==> config.mk <==
export PLATFORM = sky130hd
export DESIGN_NAME = sls_supervisor
export DESIGN_NICKNAME = d
export VERILOG_FILES = /design/src/sls_pkg.sv /design/src/sls_supervisor.sv
export VERILOG_INCLUDE_DIRS = /design/src /design/src/src
export SDC_FILE = /design/constraint.sdc
export NUM_CORES = 1
export LEC_CHECK = 0
export ABC_AREA = 1
export CAP_MARGIN = 30
export CORE_ASPECT_RATIO = 1.4
export CORE_MARGIN = 1.5
export CORE_UTILIZATION = 55
export CTS_BUF_LIST = sky130_fd_sc_hd__clkbuf_8
export DETAILED_ROUTE_END_ITERATION = 8
export DONT_BUFFER_PORTS = 1
export PLACE_DENSITY = 0.79
export SETUP_SLACK_MARGIN = 0.5
export SYNTH_ARGS = -nofsm -noshare
export SYNTH_HDL_FRONTEND = slang
export SYNTH_SLANG_ARGS = --single-unit
==> constraint.sdc <==
create_clock -name clock_i -period 11.7 [get_ports clock_i]
set_input_delay 2.34 -clock clock_i [delete_from_list [all_inputs] [get_ports clock_i]]
set_output_delay 2.34 -clock clock_i [all_outputs]
set_load 0.02 [all_outputs]
==> src/sls_regs.svh <==
// Constants of the speed lock supervisor: offsets, fields, reset values and timing
// What this block does
// RULE1: Internal control ticks come from an on-chip 5.8 MHz clock, no parts needed.
// RULE2: Two-bit stored setting picks pre-divider 3, 4, 6 or 8 with range high.
// RULE3: Total reference division is 1024 times pre-divider, default 8192 or 16384.
// RULE4: Range input low doubles the reference division, live, without reprogramming.
// RULE5: Lock detector counts reference clocks between rising speed pulse edges.
// RULE6: Lock is declared while speed frequency is within five percent of target.
// RULE7: Lock indicator output is driven low while lock is detected.
// RULE8: Speed outside the window raises an out-of-lock signal to the timer.
// RULE9: While out of lock the lock timer advances once per timer oscillator period.
// RULE10: Out of lock lasting 1023 timer counts issues a lock timeout to shutdown.
// RULE11: After undervoltage ends, power-up clear waits three 20 kHz ticks, about 150 us; the ticks here run at about 22.7 kHz, about 132 us.
// RULE12: Device stays cleared until the charge pump has reached its good level.
// RULE13: Overcurrent or lock timeout latches the clear state with gate drives off.
// RULE14: Controller releases shutdown by pulsing run/stop high then low, or cycles power.
// RULE15: A condition still present after run/stop cycling latches shutdown again.
// RULE16: Run/stop high or the supply clear resets the lock timer counter.
// RULE17: Supply undervoltage forces a global clear of the logic.
// RULE18: Run/stop high holds gate drives off and lock and timer logic cleared.
// RULE19: Overcurrent and pump undervoltage act after deglitch; only overcurrent latches.
`ifndef SLS_REGS_SVH
`define SLS_REGS_SVH
// Clock rates in kHz
`define SLS_SYS_KHZ        20000
`define SLS_INT_OSC_KHZ    5800
`define SLS_PHASE_STEP     (`SLS_INT_OSC_KHZ / 100)
`define SLS_PHASE_MOD      (`SLS_SYS_KHZ / 100)
// Power-up clear: 5.8 MHz divided by 255, three ticks
`define SLS_SLOW_DIV       255
`define SLS_PWRUP_TICKS    3
// Deglitch blanking time in ns, least time rounds up
`define SLS_DEGLITCH_NS    3700
`define SLS_DEGLITCH_CYC   ((`SLS_DEGLITCH_NS * `SLS_SYS_KHZ + 999999) / 1000000)
// Reference division and lock window
`define SLS_REF_MULT       1024
`define SLS_WIN_NUM_LO     19
`define SLS_WIN_NUM_HI     21
`define SLS_WIN_DEN        20
`define SLS_TIMEOUT_CNT    1023
// Pin input bit positions in the synchroniser vector
`define SLS_PIN_REF        0
`define SLS_PIN_TMR        1
`define SLS_PIN_SPD        2
`define SLS_PIN_RNG        3
`define SLS_PIN_RUN        4
`define SLS_PIN_UVLO       5
`define SLS_PIN_PUV        6
`define SLS_PIN_OC         7
`define SLS_PIN_CNT        8
// Register offsets (byte addresses)
`define SLS_OFS_CTRL       8'h00
`define SLS_OFS_STATUS     8'h04
`define SLS_OFS_MASK       8'h08
`define SLS_OFS_STATE      8'h0C
// Reset values
`define SLS_CTRL_RESET     2'h3
`define SLS_MASK_RESET     4'h0
// Status and mask bit positions
`define SLS_EV_TIMEOUT     0
`define SLS_EV_OVERCUR     1
`define SLS_EV_LOCKED      2
`define SLS_EV_UNLOCKED    3
`define SLS_EV_CNT         4
`endif

==> src/sls_pkg.sv <==
// Types shared by the speed lock supervisor
package sls_pkg;
  // One register bus request, sampled on each rising clock edge
  typedef struct packed {
    logic        wr;
    logic        rd;
    logic [7:0]  addr;
    logic [15:0] wdata;
  } sls_bus_req_t;

  // Filtered view of the supervised conditions
  typedef struct packed {
    logic run;
    logic uvlo;
    logic pump_uv;
    logic overcur;
  } sls_cond_t;

  // Power-up clear sequencer
  typedef enum logic [1:0] {
    SLS_PWRUP_HOLD,
    SLS_PWRUP_COUNT,
    SLS_PWRUP_DONE
  } sls_pwrup_state_t;
endpackage : sls_pkg

==> src/sls_supervisor.sv <==
// Speed lock supervisor: reference divider, lock detector, lock timer, clear and shutdown
//
// Chosen here: the placing of the registers and the address-and-strobe port.
`timescale 1ns/10ps
`include "sls_regs.svh"
module sls_supervisor #(
  parameter int CNT_W = 16
) (
  input  wire logic                  clock_i,
  input  wire logic                  rst_n_i,
  input  wire sls_pkg::sls_bus_req_t bus_i,
  output logic [15:0]                rd_data_o,
  input  wire logic                  reference_osc_input_i,
  input  wire logic                  lock_timer_capacitor_i,
  input  wire logic                  speed_pulse_i,
  input  wire logic                  speed_range_select_i,
  input  wire logic                  run_stop_i,
  input  wire logic                  vdd_uvlo_i,
  input  wire logic                  pump_undervoltage_i,
  input  wire logic                  overcurrent_i,
  output logic                       lock_indicator_o,
  output logic                       lock_timeout_o,
  output logic                       power_up_clear_o,
  output logic                       gate_enable_o,
  output logic                       target_pulse_o,
  output logic                       irq_o
);
  import sls_pkg::*;

  // Elaboration check: the upper window bound needs 15 bits, more than 24 only wastes area
  if (CNT_W < 15 || CNT_W > 24) begin : g_cnt_w_check
    $error("CNT_W must hold the longest window bound");
  end

  // Pin synchroniser, three stages; a change counts once stages two and three agree
  logic [`SLS_PIN_CNT-1:0] s1_q, s2_q, s3_q, filt_q, filt_prev_q;
  logic [`SLS_PIN_CNT-1:0] pins;
  assign pins = {overcurrent_i, pump_undervoltage_i, vdd_uvlo_i, run_stop_i,
                 speed_range_select_i, speed_pulse_i, lock_timer_capacitor_i, reference_osc_input_i};

  always_ff @(posedge clock_i) begin
    if (!rst_n_i) begin
      s1_q        <= '0;
      s2_q        <= '0;
      s3_q        <= '0;
      filt_q      <= '0;
      filt_prev_q <= '0;
    end else begin
      s1_q        <= pins;
      s2_q        <= s1_q;
      s3_q        <= s2_q;
      filt_q      <= (s2_q & s3_q) | (filt_q & (s2_q | s3_q));
      filt_prev_q <= filt_q;
    end
  end

  // Edges and levels seen by the rest of the block
  logic      ref_rise, tmr_rise, spd_rise, run_fall;
  sls_cond_t cond;
  assign ref_rise     = filt_q[`SLS_PIN_REF] & ~filt_prev_q[`SLS_PIN_REF];
  assign tmr_rise     = filt_q[`SLS_PIN_TMR] & ~filt_prev_q[`SLS_PIN_TMR];
  assign spd_rise     = filt_q[`SLS_PIN_SPD] & ~filt_prev_q[`SLS_PIN_SPD];
  assign run_fall     = ~filt_q[`SLS_PIN_RUN] & filt_prev_q[`SLS_PIN_RUN];
  assign cond.run     = filt_q[`SLS_PIN_RUN];
  assign cond.uvlo    = filt_q[`SLS_PIN_UVLO];
  assign cond.pump_uv = filt_q[`SLS_PIN_PUV];
  assign cond.overcur = filt_q[`SLS_PIN_OC];

  // Lock and timer logic is held cleared by run/stop or the supply clear
  logic lock_clr;
  assign lock_clr = cond.run | cond.uvlo;  // see RULE18, see RULE17

  // Software registers
  logic [1:0]             ctrl_q;
  logic [`SLS_EV_CNT-1:0] status_q, mask_q, events;

  // Pre-divider from the stored setting; range low doubles it on the fly
  logic [4:0]       prediv;
  logic [CNT_W-1:0] total_div;
  always_comb begin
    case (ctrl_q)  // see RULE2
      2'h0:    prediv = 5'h03;
      2'h1:    prediv = 5'h04;
      2'h2:    prediv = 5'h06;
      default: prediv = 5'h08;
    endcase
    if (!filt_q[`SLS_PIN_RNG]) begin
      prediv = {prediv[3:0], 1'b0};  // see RULE4
    end
  end
  assign total_div = CNT_W'(prediv * `SLS_REF_MULT);  // see RULE3

  // On-chip 5.8 MHz tick made by a phase accumulator on the 20 MHz clock
  // One bit above the modulus, so the sum of phase and step can never wrap and lose a tick
  logic [8:0] phase_q;
  logic       int_tick;
  assign int_tick = (phase_q + 9'(`SLS_PHASE_STEP)) >= 9'(`SLS_PHASE_MOD);
  always_ff @(posedge clock_i) begin
    if (!rst_n_i) begin
      phase_q <= '0;
    end else if (int_tick) begin
      phase_q <= phase_q + 9'(`SLS_PHASE_STEP) - 9'(`SLS_PHASE_MOD);  // see RULE1
    end else begin
      phase_q <= phase_q + 9'(`SLS_PHASE_STEP);
    end
  end

  // About 22.7 kHz tick: internal tick divided by 255
  logic [7:0] slow_cnt_q;
  logic       slow_tick;
  assign slow_tick = int_tick && (slow_cnt_q == 8'(`SLS_SLOW_DIV - 1));
  always_ff @(posedge clock_i) begin
    if (!rst_n_i) begin
      slow_cnt_q <= '0;
    end else if (slow_tick) begin
      slow_cnt_q <= '0;
    end else if (int_tick) begin
      slow_cnt_q <= slow_cnt_q + 8'h01;
    end
  end

  // Power-up clear: waits for the supply, then counts slow ticks
  sls_pwrup_state_t pwrup_q;
  logic [1:0]       pwrup_cnt_q;
  always_ff @(posedge clock_i) begin
    if (!rst_n_i) begin
      pwrup_q     <= SLS_PWRUP_HOLD;
      pwrup_cnt_q <= '0;
    end else if (cond.uvlo) begin
      pwrup_q     <= SLS_PWRUP_HOLD;  // see RULE17
      pwrup_cnt_q <= '0;
    end else begin
      case (pwrup_q)
        SLS_PWRUP_HOLD: begin
          pwrup_q     <= SLS_PWRUP_COUNT;
          pwrup_cnt_q <= '0;
        end
        SLS_PWRUP_COUNT: begin
          if (slow_tick) begin
            pwrup_cnt_q <= pwrup_cnt_q + 2'h1;
            if (pwrup_cnt_q == 2'(`SLS_PWRUP_TICKS - 1)) begin
              pwrup_q <= SLS_PWRUP_DONE;  // see RULE11
            end
          end
        end
        SLS_PWRUP_DONE: pwrup_q <= SLS_PWRUP_DONE;
        default:        pwrup_q <= SLS_PWRUP_HOLD;
      endcase
    end
  end

  // Charge pump must be seen good once after power-up before release
  logic pump_seen_q;
  always_ff @(posedge clock_i) begin
    if (!rst_n_i || cond.uvlo) begin
      pump_seen_q <= 1'b0;
    end else if (!cond.pump_uv) begin
      pump_seen_q <= 1'b1;  // see RULE12
    end
  end

  // Deglitch of overcurrent and pump undervoltage; short spikes are ignored
  localparam int DG_W = $clog2(`SLS_DEGLITCH_CYC + 1);
  logic [1:0]      dg_in, dg_q;
  logic [DG_W-1:0] dg_cnt_q [2];
  assign dg_in = {cond.pump_uv, cond.overcur};
  for (genvar g = 0; g < 2; g++) begin : g_deglitch
    always_ff @(posedge clock_i) begin
      if (!rst_n_i || !dg_in[g]) begin
        dg_cnt_q[g] <= '0;
        dg_q[g]     <= 1'b0;
      end else if (dg_cnt_q[g] == DG_W'(`SLS_DEGLITCH_CYC)) begin
        dg_q[g] <= 1'b1;  // see RULE19
      end else begin
        dg_cnt_q[g] <= dg_cnt_q[g] + 1'b1;
      end
    end
  end

  // Reference divider: one target pulse per total division of the oscillator
  logic [CNT_W-1:0] div_cnt_q;
  logic             target_q;
  always_ff @(posedge clock_i) begin
    if (!rst_n_i) begin
      div_cnt_q <= '0;
      target_q  <= 1'b0;
    end else begin
      target_q <= 1'b0;
      if (ref_rise) begin
        if (div_cnt_q >= total_div - 1'b1) begin
          div_cnt_q <= '0;  // see RULE3
          target_q  <= 1'b1;
        end else begin
          div_cnt_q <= div_cnt_q + 1'b1;
        end
      end
    end
  end

  // Lock window on the measured period, bounds follow the live division
  logic [CNT_W+4:0] win_lo_w, win_hi_w;
  logic [CNT_W-1:0] win_lo, win_hi;
  assign win_lo_w = ((CNT_W+5)'(total_div) * (CNT_W+5)'(`SLS_WIN_NUM_LO)) / (CNT_W+5)'(`SLS_WIN_DEN);
  assign win_hi_w = ((CNT_W+5)'(total_div) * (CNT_W+5)'(`SLS_WIN_NUM_HI)) / (CNT_W+5)'(`SLS_WIN_DEN);
  assign win_lo   = win_lo_w[CNT_W-1:0];
  assign win_hi   = win_hi_w[CNT_W-1:0];

  // Period counter of reference clocks between speed pulse rising edges
  logic [CNT_W-1:0] per_cnt_q;
  logic             per_valid_q, locked_q, in_window, too_slow;
  assign in_window = (per_cnt_q >= win_lo) && (per_cnt_q <= win_hi);  // see RULE6
  assign too_slow  = per_cnt_q > win_hi;
  always_ff @(posedge clock_i) begin
    if (!rst_n_i || lock_clr) begin
      per_cnt_q   <= '0;
      per_valid_q <= 1'b0;
    end else if (spd_rise) begin
      per_cnt_q   <= CNT_W'(ref_rise);  // see RULE5
      per_valid_q <= 1'b1;
    end else if (ref_rise && !(&per_cnt_q)) begin
      per_cnt_q <= per_cnt_q + 1'b1;
    end
  end

  // Lock decision at each speed edge after the first since the clear; a stalled motor drops lock without waiting
  always_ff @(posedge clock_i) begin
    if (!rst_n_i || lock_clr) begin
      locked_q <= 1'b0;
    end else if (spd_rise && per_valid_q) begin
      locked_q <= in_window;
    end else if (too_slow) begin
      locked_q <= 1'b0;
    end
  end

  // Out of lock feeds the lock timer
  logic out_of_lock;
  assign out_of_lock = ~locked_q & ~lock_clr;  // see RULE8

  // Lock timer counts timer oscillator periods while out of lock
  logic [9:0] tmr_cnt_q;
  logic       timeout_q;
  always_ff @(posedge clock_i) begin
    if (!rst_n_i || lock_clr) begin
      tmr_cnt_q <= '0;  // see RULE16
      timeout_q <= 1'b0;
    end else if (!out_of_lock) begin
      tmr_cnt_q <= '0;
    end else if (tmr_rise && !timeout_q) begin
      tmr_cnt_q <= tmr_cnt_q + 10'h001;  // see RULE9
      if (tmr_cnt_q == 10'(`SLS_TIMEOUT_CNT - 1)) begin
        timeout_q <= 1'b1;  // see RULE10
      end
    end
  end

  // Shutdown latch; set wins over the release so a standing fault relatches
  logic shut_q, shut_set;
  assign shut_set = dg_q[0] | timeout_q;
  always_ff @(posedge clock_i) begin
    if (!rst_n_i) begin
      shut_q <= 1'b0;
    end else if (shut_set) begin
      shut_q <= 1'b1;  // see RULE13, see RULE15
    end else if (run_fall || cond.uvlo) begin
      shut_q <= 1'b0;  // see RULE14
    end
  end

  // Clear state and drive enable, both registered outputs
  logic clear_d, clear_q, gate_q, lock_ind_q;
  assign clear_d = cond.uvlo | cond.run | (pwrup_q != SLS_PWRUP_DONE) | ~pump_seen_q | shut_q;
  always_ff @(posedge clock_i) begin
    if (!rst_n_i) begin
      clear_q    <= 1'b1;
      gate_q     <= 1'b0;
      lock_ind_q <= 1'b1;
    end else begin
      clear_q    <= clear_d;
      gate_q     <= ~clear_d & ~dg_q[1] & ~shut_set;  // see RULE18, see RULE19
      lock_ind_q <= ~locked_q;  // see RULE7
    end
  end

  // Events for the interrupt status; lock gained and lost are edges of the decision
  logic locked_prev_q;
  always_ff @(posedge clock_i) begin
    if (!rst_n_i) begin
      locked_prev_q <= 1'b0;
    end else begin
      locked_prev_q <= locked_q;
    end
  end
  assign events[`SLS_EV_TIMEOUT]  = timeout_q & ~shut_q;
  assign events[`SLS_EV_OVERCUR]  = dg_q[0] & ~shut_q;
  assign events[`SLS_EV_LOCKED]   = locked_q & ~locked_prev_q;
  assign events[`SLS_EV_UNLOCKED] = ~locked_q & locked_prev_q;

  // Write decode
  logic wr_ctrl, wr_status, wr_mask;
  assign wr_ctrl   = bus_i.wr && (bus_i.addr == `SLS_OFS_CTRL);
  assign wr_status = bus_i.wr && (bus_i.addr == `SLS_OFS_STATUS);
  assign wr_mask   = bus_i.wr && (bus_i.addr == `SLS_OFS_MASK);

  // Control and mask registers
  always_ff @(posedge clock_i) begin
    if (!rst_n_i) begin
      ctrl_q <= `SLS_CTRL_RESET;
      mask_q <= `SLS_MASK_RESET;
    end else begin
      if (wr_ctrl) begin
        ctrl_q <= bus_i.wdata[1:0];
      end
      if (wr_mask) begin
        mask_q <= bus_i.wdata[`SLS_EV_CNT-1:0];
      end
    end
  end

  // Sticky status, write one to clear; a new event in the same cycle wins
  always_ff @(posedge clock_i) begin
    if (!rst_n_i) begin
      status_q <= '0;
    end else begin
      status_q <= (status_q & ~(wr_status ? bus_i.wdata[`SLS_EV_CNT-1:0] : '0)) | events;
    end
  end

  // Read data stands one cycle after the strobe; unmapped offsets read zero
  logic [15:0] rd_q;
  always_ff @(posedge clock_i) begin
    if (!rst_n_i || !bus_i.rd) begin
      rd_q <= '0;
    end else begin
      case (bus_i.addr)
        `SLS_OFS_CTRL:   rd_q <= {14'h0000, ctrl_q};
        `SLS_OFS_STATUS: rd_q <= {12'h000, status_q};
        `SLS_OFS_MASK:   rd_q <= {12'h000, mask_q};
        `SLS_OFS_STATE:  rd_q <= {tmr_cnt_q, filt_q[`SLS_PIN_RNG], gate_q, clear_q, shut_q, timeout_q, locked_q};
        default:         rd_q <= '0;
      endcase
    end
  end

  // Outputs
  assign rd_data_o        = rd_q;
  assign lock_indicator_o = lock_ind_q;
  assign lock_timeout_o   = timeout_q;
  assign power_up_clear_o = clear_q;
  assign gate_enable_o    = gate_q;
  assign target_pulse_o   = target_q;
  assign irq_o            = |(status_q & mask_q);

  // Pre-divider selection for the lowest code with range high
  prediv_map_a: assert property (@(posedge clock_i) disable iff (!rst_n_i)  // see RULE2
    (ctrl_q == 2'h0 && filt_q[`SLS_PIN_RNG]) |-> (total_div == CNT_W'(3 * `SLS_REF_MULT)))
    else $error("pre-divider code 0 did not give 3072");

  // Range low doubles the division
  range_double_a: assert property (@(posedge clock_i) disable iff (!rst_n_i)  // see RULE4
    (ctrl_q == 2'h3 && !filt_q[`SLS_PIN_RNG]) |-> (total_div == CNT_W'(16 * `SLS_REF_MULT)))
    else $error("range low did not double the division");

  // Divider wraps with a target pulse
  div_wrap_a: assert property (@(posedge clock_i) disable iff (!rst_n_i)  // see RULE3
    (ref_rise && div_cnt_q == total_div - 1'b1) |=> (target_q && div_cnt_q == '0))
    else $error("reference divider did not wrap");

  // Measured period in window gives lock
  lock_window_a: assert property (@(posedge clock_i) disable iff (!rst_n_i)  // see RULE6
    (spd_rise && per_valid_q && in_window && !lock_clr) |=> locked_q ##1 !lock_indicator_o)
    else $error("in-window period did not lock");

  // Timer reaches its final count and times out
  timer_out_a: assert property (@(posedge clock_i) disable iff (!rst_n_i)  // see RULE10
    (tmr_rise && out_of_lock && tmr_cnt_q == 10'(`SLS_TIMEOUT_CNT - 1)) |=> timeout_q ##1 shut_q)
    else $error("lock timeout did not latch shutdown");

  // Run/stop high clears the timer and turns the drives off
  run_clear_a: assert property (@(posedge clock_i) disable iff (!rst_n_i)  // see RULE16, see RULE18
    cond.run |=> (tmr_cnt_q == '0 && !locked_q && !gate_enable_o))
    else $error("run/stop high left timer or drives active");

  // Overcurrent persisting past blanking latches shutdown
  oc_latch_a: assert property (@(posedge clock_i) disable iff (!rst_n_i)  // see RULE13, see RULE19
    $rose(dg_q[0]) |=> shut_q ##1 (!gate_enable_o && power_up_clear_o))
    else $error("overcurrent did not latch shutdown");

  // Supply undervoltage release still holds clear for the first eight cycles of the power-up wait
  pwrup_hold_a: assert property (@(posedge clock_i) disable iff (!rst_n_i)  // see RULE11, see RULE17
    $fell(cond.uvlo) |-> power_up_clear_o [*8])
    else $error("clear released too early after undervoltage");

  // Pump not yet good keeps the device cleared
  pump_hold_a: assert property (@(posedge clock_i) disable iff (!rst_n_i)  // see RULE12
    !pump_seen_q |=> power_up_clear_o)
    else $error("released before pump was good");
endmodule : sls_supervisor

==> reports/results.tsv, run 1 <==
metric	value	unit
synth.lib_cells_used.distinct	62	
dieArea	22540	sq um
synth_top_area_frac	0.2288	
largest_net_degree_at_the_start_of_global_routing	51	
synth_seq_cells	150	
number_of_global_route_vias_before_repair	10327	
cell_family_with_the_largest_share_of_critical_path_delay	simple AND/OR/NAND/NOR gates	
cts_hold_repair.buffers	0	
ys_warn_count	0	
syn_inst	1789	
netlist_top_cells_area	dfxtp_1 (23%), nand2_1 (14%), ha_1 (10%), inv_1 (9.3%), nor2_1 (5.5%)	
syn_area_per_cell	6.653	sq um
average_wire_length_per_cell_after_detail_routing	12.22	microns
cell_repeated_most_along_the_worst_path	nand2_1	
dieWidth	127.3	microns
power.density	141.2	nW/um^2
report.final.hold_viol_count	0	
crit_type	register to register	
worstHoldStart	s1_q[0]$_SDFF_PN0_	
synthToLayoutAreaGrowth	6.234	%
timing_max_transition_violations_final	0	
path_buf_inv	9	
cts_max_path_buffers	2	
postPlaceCellArea	12140	sq um
cpMaxStageDelayCell	dfxtp_2	
synth_nets	1925	
timing.max_cap.violations	0	
drt-vias-per-instance	5.281	
worst_clock_skew	14.66	ps
drt.antenna.violating_nets	0	
clk_root_buffer_cell	clkbuf_8	
max_slew.worst_pin.slew	894.4	ps
critical_path_arrival	10680	ps
stdcell_area	12640	sq um
worst_voltage_drop_across_the_vdd_grid	0.1794	mV
rsz0062_at_grt	no	
timing.slew.headroom	0.3982	
ys_seq_area_frac	0.2641	
htree_levels	4	
chipHeight	177.1	microns
proportion_of_register_bits_with_asynchronous_set_or_reset_after_synthesis	0	
status	finished, final reports clean	
drtIter0Drc	501	
critical_path.reg2reg.startpoint	ctrl_q[1]$_SDFFE_PN1P_	
firstDrtPassIters	6	
power_leakage	6.445	nW
layout-drive-gt1-share	0.1043	
core_area	21200	sq um
synth_area	11900	sq um
worstHoldPathType	register to register	
grt_pass1_wl	42960	microns
drt-total-wl	25310	microns
worst_setup_path_start	ctrl_q[1]$_SDFFE_PN1P_	
fillCellCount	1959	
std_cell_rows	63	
dp_hpwl	20110	microns
cts_tree	built	
setup_tns	0	ps
finalCritPeriodShare	0.8840	
grt_remaining_overflow	0	
placer_congestion_estimate	0.8637	
port_buffers	0	
io_pins	58	
tritoncts.num_buffers	17	
clk_pin_slew	90	ps
floorplan.initialDensity	0.5613	
count_of_vias_placed_by_the_detailed_router	10942	
worst-path-max-fanout	15	
post-route-min-period	10340	ps
clk_latency	450	ps
cp_slowest_stage_delay	450	ps
final_net_count	1935	
drc	0	
antenna_found_initial	1	
required_time_of_the_critical_path	12030	ps
synth-edff-count	14	
clock_sinks	150	
groute.usage.overall	0.2257	
antenna_cells_inserted	0	
final-setup-viol-count	0	
max_freq	96.68	MHz
worstSetupStartpointType	register	
synth_largest_area_cell	dfxtp_1	
primary_ff_master_synth	dfxtp_1	
capturing_element_type_of_the_critical_path	register	
-- layout make-up --
| class | instances | area [sq um] | share of cell area |
|---|---|---|---|
| clock buffer | 18 | 247.7 | 0.01959 |
| clock inverter | 14 | 181.4 | 0.01435 |
| inverter | 320 | 1216 | 0.09619 |
| multi-input combinational | 1302 | 7465 | 0.5904 |
| sequential | 150 | 3148 | 0.2490 |
| tap | 260 | 325.3 | 0.02573 |
| timing repair buffer | 8 | 60.06 | 0.004750 |
-- repair_timing --
action	CTS	global route
hold endpoints to repair	0	0
gates resized for setup	0	9
setup endpoints to repair	0	1
setup buffers	0	6
-- metal layers --
| layer | part of all wire | up-vias | GRT usage | routed length (microns) |
|---|---|---|---|---|
| met5 | 0.00051 | - | 0 | 13 |
| met4 | 0.036 | 2 | 0.09754 | 912 |
| met3 | 0.029 | 57 | 0.03809 | 743 |
| met2 | 0.52 | 137 | 0.4367 | 13130 |
| met1 | 0.42 | 4964 | 0.2358 | 10510 |
| li1 | - | 5782 | - | - |
-- worst reg2reg max path: cells and delay by family (launching register included) --
family / cells / cell delay, ps
flops: 1 / 450
buf+inv: 9 / 1000
compound gates: 14 / 2230
simple gates: 38 / 4540
fa+ha+maj: 7 / 2030
-- worst paths after layout --
check	end	slack, ps	cells after the start
max	locked_q$_SDFFE_PP0P_	1360	68
min	s2_q[0]$_SDFF_PN0_	410	2
max reg2reg	locked_q$_SDFFE_PP0P_	1360	68
min reg2reg	s2_q[0]$_SDFF_PN0_	410	2
-- registers in the layout (all words and copies together), names as in the netlist, 8 cells and up --
signal	flops
div_cnt_q	16
s2_q	8
phase_q	8
slow_cnt_q	8
s1_q	8
filt_q	8
dg_cnt_q	14
s3_q	8
per_cnt_q	16
tmr_cnt_q	10
rd_data_o	16
-- where the power goes --
| part | total, mW | leakage [nW] | switching, mW | internal (mW) |
|---|---|---|---|---|
| clock | 0.422 | 0.221 | 0.216 | 0.206 |
| sequential | 0.551 | 1.27 | 0.0137 | 0.537 |
| combinational | 0.811 | 4.95 | 0.543 | 0.269 |
-- cell families after synthesis --
logic type               share of synthesized area
AO/OA/AOI/OAI                              0.09598
XOR/XNOR                                   0.02712
adder cells (fa/ha/maj)                     0.1077
buffers and inverters                       0.1105
flip-flops                                  0.2641
other                                    0.0003151
AND/OR/NAND/NOR                             0.3943
-- Yosys cell counts (2+ instances only) --
cell and instances:
a211oi_1 4, a21oi_1 82, a21oi_2 2, a221oi_1 2, a31oi_1 4, and3_1 3
buf_6 3, clkbuf_1 10, clkinv_1 3, dfxtp_1 136, edfxtp_1 14, fa_1 4
ha_1 96, inv_1 296, inv_2 16, inv_4 4, nand2_1 431, nand2_2 36
nand2_4 14, nand3_1 126, nand3_2 20, nand3_4 7, nand3b_1 12, nand4_1 45
nand4_2 3, nor2_1 175, nor2_2 11, nor2_4 7, nor3_1 43, nor3b_1 9
nor4_1 15, o2111ai_1 3, o211ai_1 3, o21a_1 10, o21ai_0 46, o21ai_1 8
o21ai_2 5, o21bai_1 13, o22ai_1 4, or2_2 9, xnor2_1 9, xor2_1 26
-- cell usage in the layout (no fill, tap or decap), types with 5 or more instances in the layout --
| cell | count |
|---|---|
| nand2_4 | 14 |
| o21ai_2 | 5 |
| inv_1 | 295 |
| nor4_1 | 15 |
| xor2_1 | 26 |
| o21bai_1 | 13 |
| or2_2 | 9 |
| edfxtp_1 | 14 |
| nand3_2 | 19 |
| buf_4 | 8 |
| nand3b_1 | 12 |
| nor3b_1 | 9 |
| nor2_1 | 175 |
| inv_8 | 5 |
| xnor2_1 | 9 |
| o21ai_1 | 9 |
| inv_2 | 16 |
| nand3_4 | 8 |
| nor2_4 | 7 |
| dfxtp_1 | 134 |
| o21ai_0 | 45 |
| a21oi_1 | 81 |
| nand2_2 | 37 |
| nor2_2 | 11 |
| o21a_1 | 10 |
| nand3_1 | 126 |
| nand2_1 | 430 |
| clkbuf_8 | 18 |
| ha_1 | 96 |
| nand4_1 | 45 |
| nor3_1 | 43 |
-- stage by stage --
step	utilization	hold slack [ps]	setup slack [ps]	total power, mW	std cells
finish	0.5963	409.4	1357	1.785	2072
global route	0.5963	437.0	454.8	1.933	2072
CTS	0.5927	415.2	1056	1.786	2066
detailed placement	0.5725	398.0	1088	1.365	2034
global placement	0.5725	393.4	1323	1.342	2034
floorplan	-	390.5	2525	1.240	1789
No activity file was read; power rests on OpenSTA's default activity.
==> run 2, diff against run 1 <==
--- a/config.mk
+++ b/config.mk
@@ -14,7 +14,7 @@
 export CTS_BUF_LIST = sky130_fd_sc_hd__clkbuf_8
 export DETAILED_ROUTE_END_ITERATION = 8
 export DONT_BUFFER_PORTS = 1
-export PLACE_DENSITY = 0.79
+export PLACE_DENSITY = 0.82
 export SETUP_SLACK_MARGIN = 0.5
 export SYNTH_ARGS = -nofsm -noshare
 export SYNTH_HDL_FRONTEND = slang
==> run 2 against run 1 <==
  * Power shrank 2.4%
  * Combinational power grew 0.7%
  * Highest routed layer is now met4
  * Global-route usage is essentially flat
  * Hold slack gained 6.6 ps
  * Critical path type unchanged
  * Largest cell class unchanged
==> reports/results.tsv, run 2 (synthesis results as in run 1) <==
metric	value	unit	change
drt-vias-per-instance	5.304		+0.45%
final-setup-viol-count	0		unchanged
antenna_found_initial	0		-1
post_layout_nonfiller_instances	2076		+0.19%
tritoncts.num_buffers	17		unchanged
number_of_global_route_vias_before_repair	10124		-2.0%
worstSetupStartpointType	register		
synthToLayoutAreaGrowth	6.203	%	about the same
finalCritPeriodShare	0.8682		-0.01584
status	finished, final reports clean		
std_cell_rows	63		unchanged
final_core_utilization	0.5961		about the same
worst_setup_path_start	ctrl_q[1]$_SDFFE_PN1P_		
drc	0		unchanged
post-route-min-period	10160	ps	-185.4 ps
dieArea	22540	sq um	unchanged
max_freq	98.44	MHz	+1.8%
cts_hold_repair.buffers	0		unchanged
cts_max_path_buffers	2		unchanged
clk_root_buffer_cell	clkbuf_8		
drtIter0Drc	450		-10%
critical_path.reg2reg.startpoint	ctrl_q[1]$_SDFFE_PN1P_		
cell_repeated_most_along_the_worst_path	nand2_1		
core_area	21200	sq um	unchanged
postPlaceCellArea	12130	sq um	about the same
power_leakage	6.441	nW	about the same
layout-drive-gt1-share	0.1063		+0.001973
fin_total_pwr	1.743	mW	-2.4%
groute.usage.overall	0.2254		-0.0002995
power.density	137.9	nW/um^2	-2.3%
floorplan.initialDensity	0.5613		unchanged
placer_congestion_estimate	0.8928		+3.4%
final_net_count	1940		+0.26%
firstDrtPassIters	5		-1
clk_pin_slew	80	ps	about the same
stdcell_area	12640	sq um	about the same
required_time_of_the_critical_path	12030	ps	about the same
cts_tree	built		
cpMaxStageDelayCell	dfxtp_4		
timing_max_transition_violations_final	0		unchanged
dieWidth	127.3	microns	unchanged
report.final.hold_viol_count	0		unchanged
largest_net_degree_at_the_start_of_global_routing	51		unchanged
chipHeight	177.1	microns	unchanged
io_pins	58		unchanged
antenna_cells_inserted	0		unchanged
clk_latency	450	ps	about the same
grt_remaining_overflow	0		unchanged
timing.slew.headroom	0.3718		-0.02640
rsz0062_at_grt	no		
capturing_element_type_of_the_critical_path	register		
worst_clock_skew	12.98	ps	-1.683 ps
port_buffers	0		unchanged
average_wire_length_per_cell_after_detail_routing	12.10	microns	-0.94%
final_common_cell	nand2_1		
crit_type	register to register		
grt_pass1_wl	42500	microns	-1.1%
worst-path-max-fanout	12		-3
mostFrequentLayoutCells	nand2_1 (430), inv_1 (296), nor2_1 (175)		
htree_levels	4		unchanged
max_slew.worst_pin.slew	933.7	ps	+39.24 ps
dp_hpwl	20120	microns	about the same
cp_slowest_stage_delay	410	ps	-40 ps
worst_voltage_drop_across_the_vdd_grid	0.1647	mV	-8.2%
drt-total-wl	25120	microns	-0.75%
drt.antenna.violating_nets	0		unchanged
worstHoldPathType	register to register		
critical_path_arrival	10490	ps	-190 ps
count_of_vias_placed_by_the_detailed_router	11012		+0.64%
setup_tns	0	ps	unchanged
timing.max_cap.violations	0		unchanged
worstHoldStart	s1_q[6]$_SDFF_PN0_		
dp_cells	2033		-0.049%
clock_sinks	150		unchanged
run 2: metrics by stage:
| stage | hold WS, ps | setup slack, ps |
|---|---|---|
| floorplan | 390.5 | 2525 |
| global placement | 393.6 | 1256 |
| detailed placement | 399.6 | 1017 |
| CTS | 415.3 | 966.6 |
| global route | 431.0 | 415.4 |
| finish | 416.0 | 1542 |
run 2: final cells by class:
cell class	instances	area [sq um]
fill	1951	8564
multi-input combinational	1302	7481
sequential	150	3151
inverter	320	1216
tap	260	325.3
clock buffer	18	247.7
clock inverter	13	121.4
timing repair buffer	13	97.59
run 2: critical path, delay by kind of cell (launching register included):
family	cells	cell delay, ps
simple gates	44	4820
buf+inv	8	830
compound gates	13	2010
fa+ha+maj	7	1930
flops	1	410
run 2: power by group:
group	switching, mW	internal (mW)	total [mW]
clock network	0.201	0.175	0.376
logic	0.546	0.271	0.817
registers	0.0134	0.537	0.550
total	0.760	0.983	1.74
run 2: path summary, 6_finish.rpt:
kind / to / slack (ps) / cells after the start
worst min register to register: s2_q[6]$_SDFF_PN0_ / 420 / 2
worst max register to register: locked_q$_SDFFE_PP0P_ / 1540 / 72
worst min-delay path: s2_q[6]$_SDFF_PN0_ / 420 / 2
worst max-delay path: locked_q$_SDFFE_PP0P_ / 1540 / 72
run 2: repair_timing:
| action | 4_1_cts | 5_1_grt |
|---|---|---|
| setup endpoints to repair | 0 | 1 |
| setup buffers | 0 | 12 |
| resized for setup | 0 | 13 |
run 2: layer usage:
layer | track usage | wire, microns
met4 | 0.1065 | 812
met3 | 0.03537 | 820
met2 | 0.4295 | 13110
met5 | 0 | 0
met1 | 0.2391 | 10390
==> run 3, diff against run 2 <==
--- a/config.mk
+++ b/config.mk
@@ -14,6 +14,7 @@
 export CTS_BUF_LIST = sky130_fd_sc_hd__clkbuf_8
 export DETAILED_ROUTE_END_ITERATION = 8
 export DONT_BUFFER_PORTS = 1
+export MAX_ROUTING_LAYER = met4
 export PLACE_DENSITY = 0.82
 export SETUP_SLACK_MARGIN = 0.5
 export SYNTH_ARGS = -nofsm -noshare
==> run 3 against run 2 <==
  * Via count up 0.80%
  * Setup slack worse by 160 ps
  * Critical path depth down 3
  * Clock-buffer cell count down 1
  * Non-clock buffer count unchanged
  * Hold slack worse by 4.7 ps
  * Clock power up 8.0%
  * Maximum frequency down 1.5%
  * Sequential share of layout area down 0.057 points
  * Die area unchanged
  * Register-to-register slack worse by 160 ps
  * Cell count unchanged
  * Highest routed layer unchanged
==> reports/results.tsv, run 3 (synthesis results as in run 1) <==
metric	value	unit	change
dieArea	22540	sq um	unchanged
average_wire_length_per_cell_after_detail_routing	12.36	microns	+2.1%
power_leakage	6.445	nW	about the same
worstHoldPathType	register to register		
max_freq	96.92	MHz	-1.5%
tritoncts.num_buffers	17		unchanged
io_pins	58		unchanged
cpMaxStageDelayCell	fa_1		
status	finished, final reports clean		
final-setup-viol-count	0		unchanged
cts_max_path_buffers	2		unchanged
groute.usage.overall	0.2404		+0.01506
worst_clock_skew	14.68	ps	+1.704 ps
largest_net_degree_at_the_start_of_global_routing	51		unchanged
net-switching-power	0.7635	mW	+0.51%
layout-drive-gt1-share	0.1068		+0.0005507
floorplan.initialDensity	0.5613		unchanged
chipHeight	177.1	microns	unchanged
core_area	21200	sq um	unchanged
fin_total_pwr	1.768	mW	+1.5%
clock_sinks	150		unchanged
worstSetupStartpointType	register		
final_common_cell	nand2_1		
sw_frac_of_total	0.4318		-0.004133
timing_max_transition_violations_final	0		unchanged
post_layout_nonfiller_instances	2076		unchanged
drtIter0Drc	486		+8.0%
dp_cells	2033		unchanged
clk_root_buffer_cell	clkbuf_8		
std_cell_rows	63		unchanged
report.final.hold_viol_count	0		unchanged
timing.max_cap.violations	0		unchanged
grt_pass1_wl	44230	microns	+4.1%
p_seq_frac	0.311		-0.005
port_buffers	0		unchanged
cts_tree	built		
htree_levels	4		unchanged
power.density	139.6	nW/um^2	+1.2%
capturing_element_type_of_the_critical_path	register		
count_of_vias_placed_by_the_detailed_router	11100		+0.80%
placer_congestion_estimate	0.9228		+3.4%
critical_path_arrival	10640	ps	+150 ps
drc	0		unchanged
clk_pin_slew	80	ps	about the same
rsz0062_at_grt	no		
drt-vias-per-instance	5.347		+0.80%
post-route-min-period	10320	ps	+159.5 ps
firstDrtPassIters	5		unchanged
drt-total-wl	25650	microns	+2.1%
fin_ws	1382	ps	-159.5 ps
dieWidth	127.3	microns	unchanged
crit_type	register to register		
antenna_found_initial	0		unchanged
synthToLayoutAreaGrowth	6.444	%	
dp_hpwl	20440	microns	+1.6%
cp_slowest_stage_delay	440	ps	+30 ps
comb_power_share	0.459		-0.010
mostFrequentLayoutCells	nand2_1 (430), inv_1 (295), nor2_1 (175)		
antenna_cells_inserted	0		unchanged
share_clk_of_total_power	0.230		+0.014
timing.hold.ws	411.3	ps	-4.688 ps
max_slew.worst_pin.slew	1002	ps	+68.41 ps
setup_tns	0	ps	unchanged
required_time_of_the_critical_path	12020	ps	about the same
p_int	1.005	mW	+2.2%
worst_voltage_drop_across_the_vdd_grid	0.1845	mV	+12%
cts_hold_repair.buffers	0		unchanged
grt_remaining_overflow	0		unchanged
pre_cts_slack	892.1	ps	-124.7 ps
clk_latency	450	ps	about the same
cell_repeated_most_along_the_worst_path	nand2_1		
number_of_global_route_vias_before_repair	10587		+4.6%
worst-path-max-fanout	11		-1
timing.slew.headroom	0.3258		-0.04602
final_net_count	1940		unchanged
finalCritPeriodShare	0.8818		+0.01364
drt.antenna.violating_nets	0		unchanged
-- run 3: changes by cell type in the layout (fill, tap and decap cells not counted), sizes merged --
cell / previous run / this run
bufinv: 1 / 2
clkbuf: 18 / 17
-- run 3: worst paths after layout --
path	start	to	slack [ps]	cells past startpoint
worst max-delay path	ctrl_q[1]$_SDFFE_PN1P_	locked_q$_SDFFE_PP0P_	1380	69
worst min-delay path	s1_q[6]$_SDFF_PN0_	s2_q[6]$_SDFF_PN0_	410	2
worst max register to register	ctrl_q[1]$_SDFFE_PN1P_	locked_q$_SDFFE_PP0P_	1380	69
worst min register to register	s1_q[6]$_SDFF_PN0_	s2_q[6]$_SDFF_PN0_	410	2
-- run 3: final cells by class --
| class | instances | area (sq um) |
|---|---|---|
| Clock buffer | 17 | 234.0 |
| Fill cell | 1918 | 8536 |
| Sequential cell | 150 | 3151 |
| Clock inverter | 14 | 171.4 |
| Tap cell | 260 | 325.3 |
| Timing Repair Buffer | 13 | 97.59 |
| Multi-Input combinational cell | 1302 | 7473 |
| Inverter | 320 | 1216 |
-- run 3: power by group through the flow --
stage                     registers (mW)  clock network, mW  logic (mW)
final                              0.551              0.406       0.811
after floorplan                    0.559                  0       0.680
after global placement             0.561                  0       0.778
after CTS                          0.551              0.411       0.804
after global routing               0.552              0.432       0.937
after detailed placement           0.563                  0       0.801
-- run 3: metrics by stage --
stage          utilization  area (sq um)
2_1_floorplan            -         11900
3_3_place_gp        0.5721         12130
3_5_place_dp        0.5721         12130
4_1_cts             0.5913         12540
5_1_grt             0.5975         12670
6_report            0.5975         12670
-- run 3: what timing repair did --
item | in CTS | in global routing
setup endpoints to repair | 0 | 1
setup buffers | 0 | 12
resized for setup | 0 | 12
-- run 3: worst max-delay path: cells and delay by family, from the launching register on --
kind	cells	cell delay, ps
AO/OA/AOI/OAI	14	2310
flip-flops	1	380
buffers and inverters	8	820
adder cells (fa/ha/maj)	7	1980
AND/OR/NAND/NOR	40	4710
-- run 3: routing by layer --
| layer | share of wire | GRT usage |
|---|---|---|
| met5 | 0 | - |
| met4 | 0.045 | 0.1203 |
| met3 | 0.033 | 0.03597 |
| met2 | 0.52 | 0.4471 |
| met1 | 0.40 | 0.2428 |
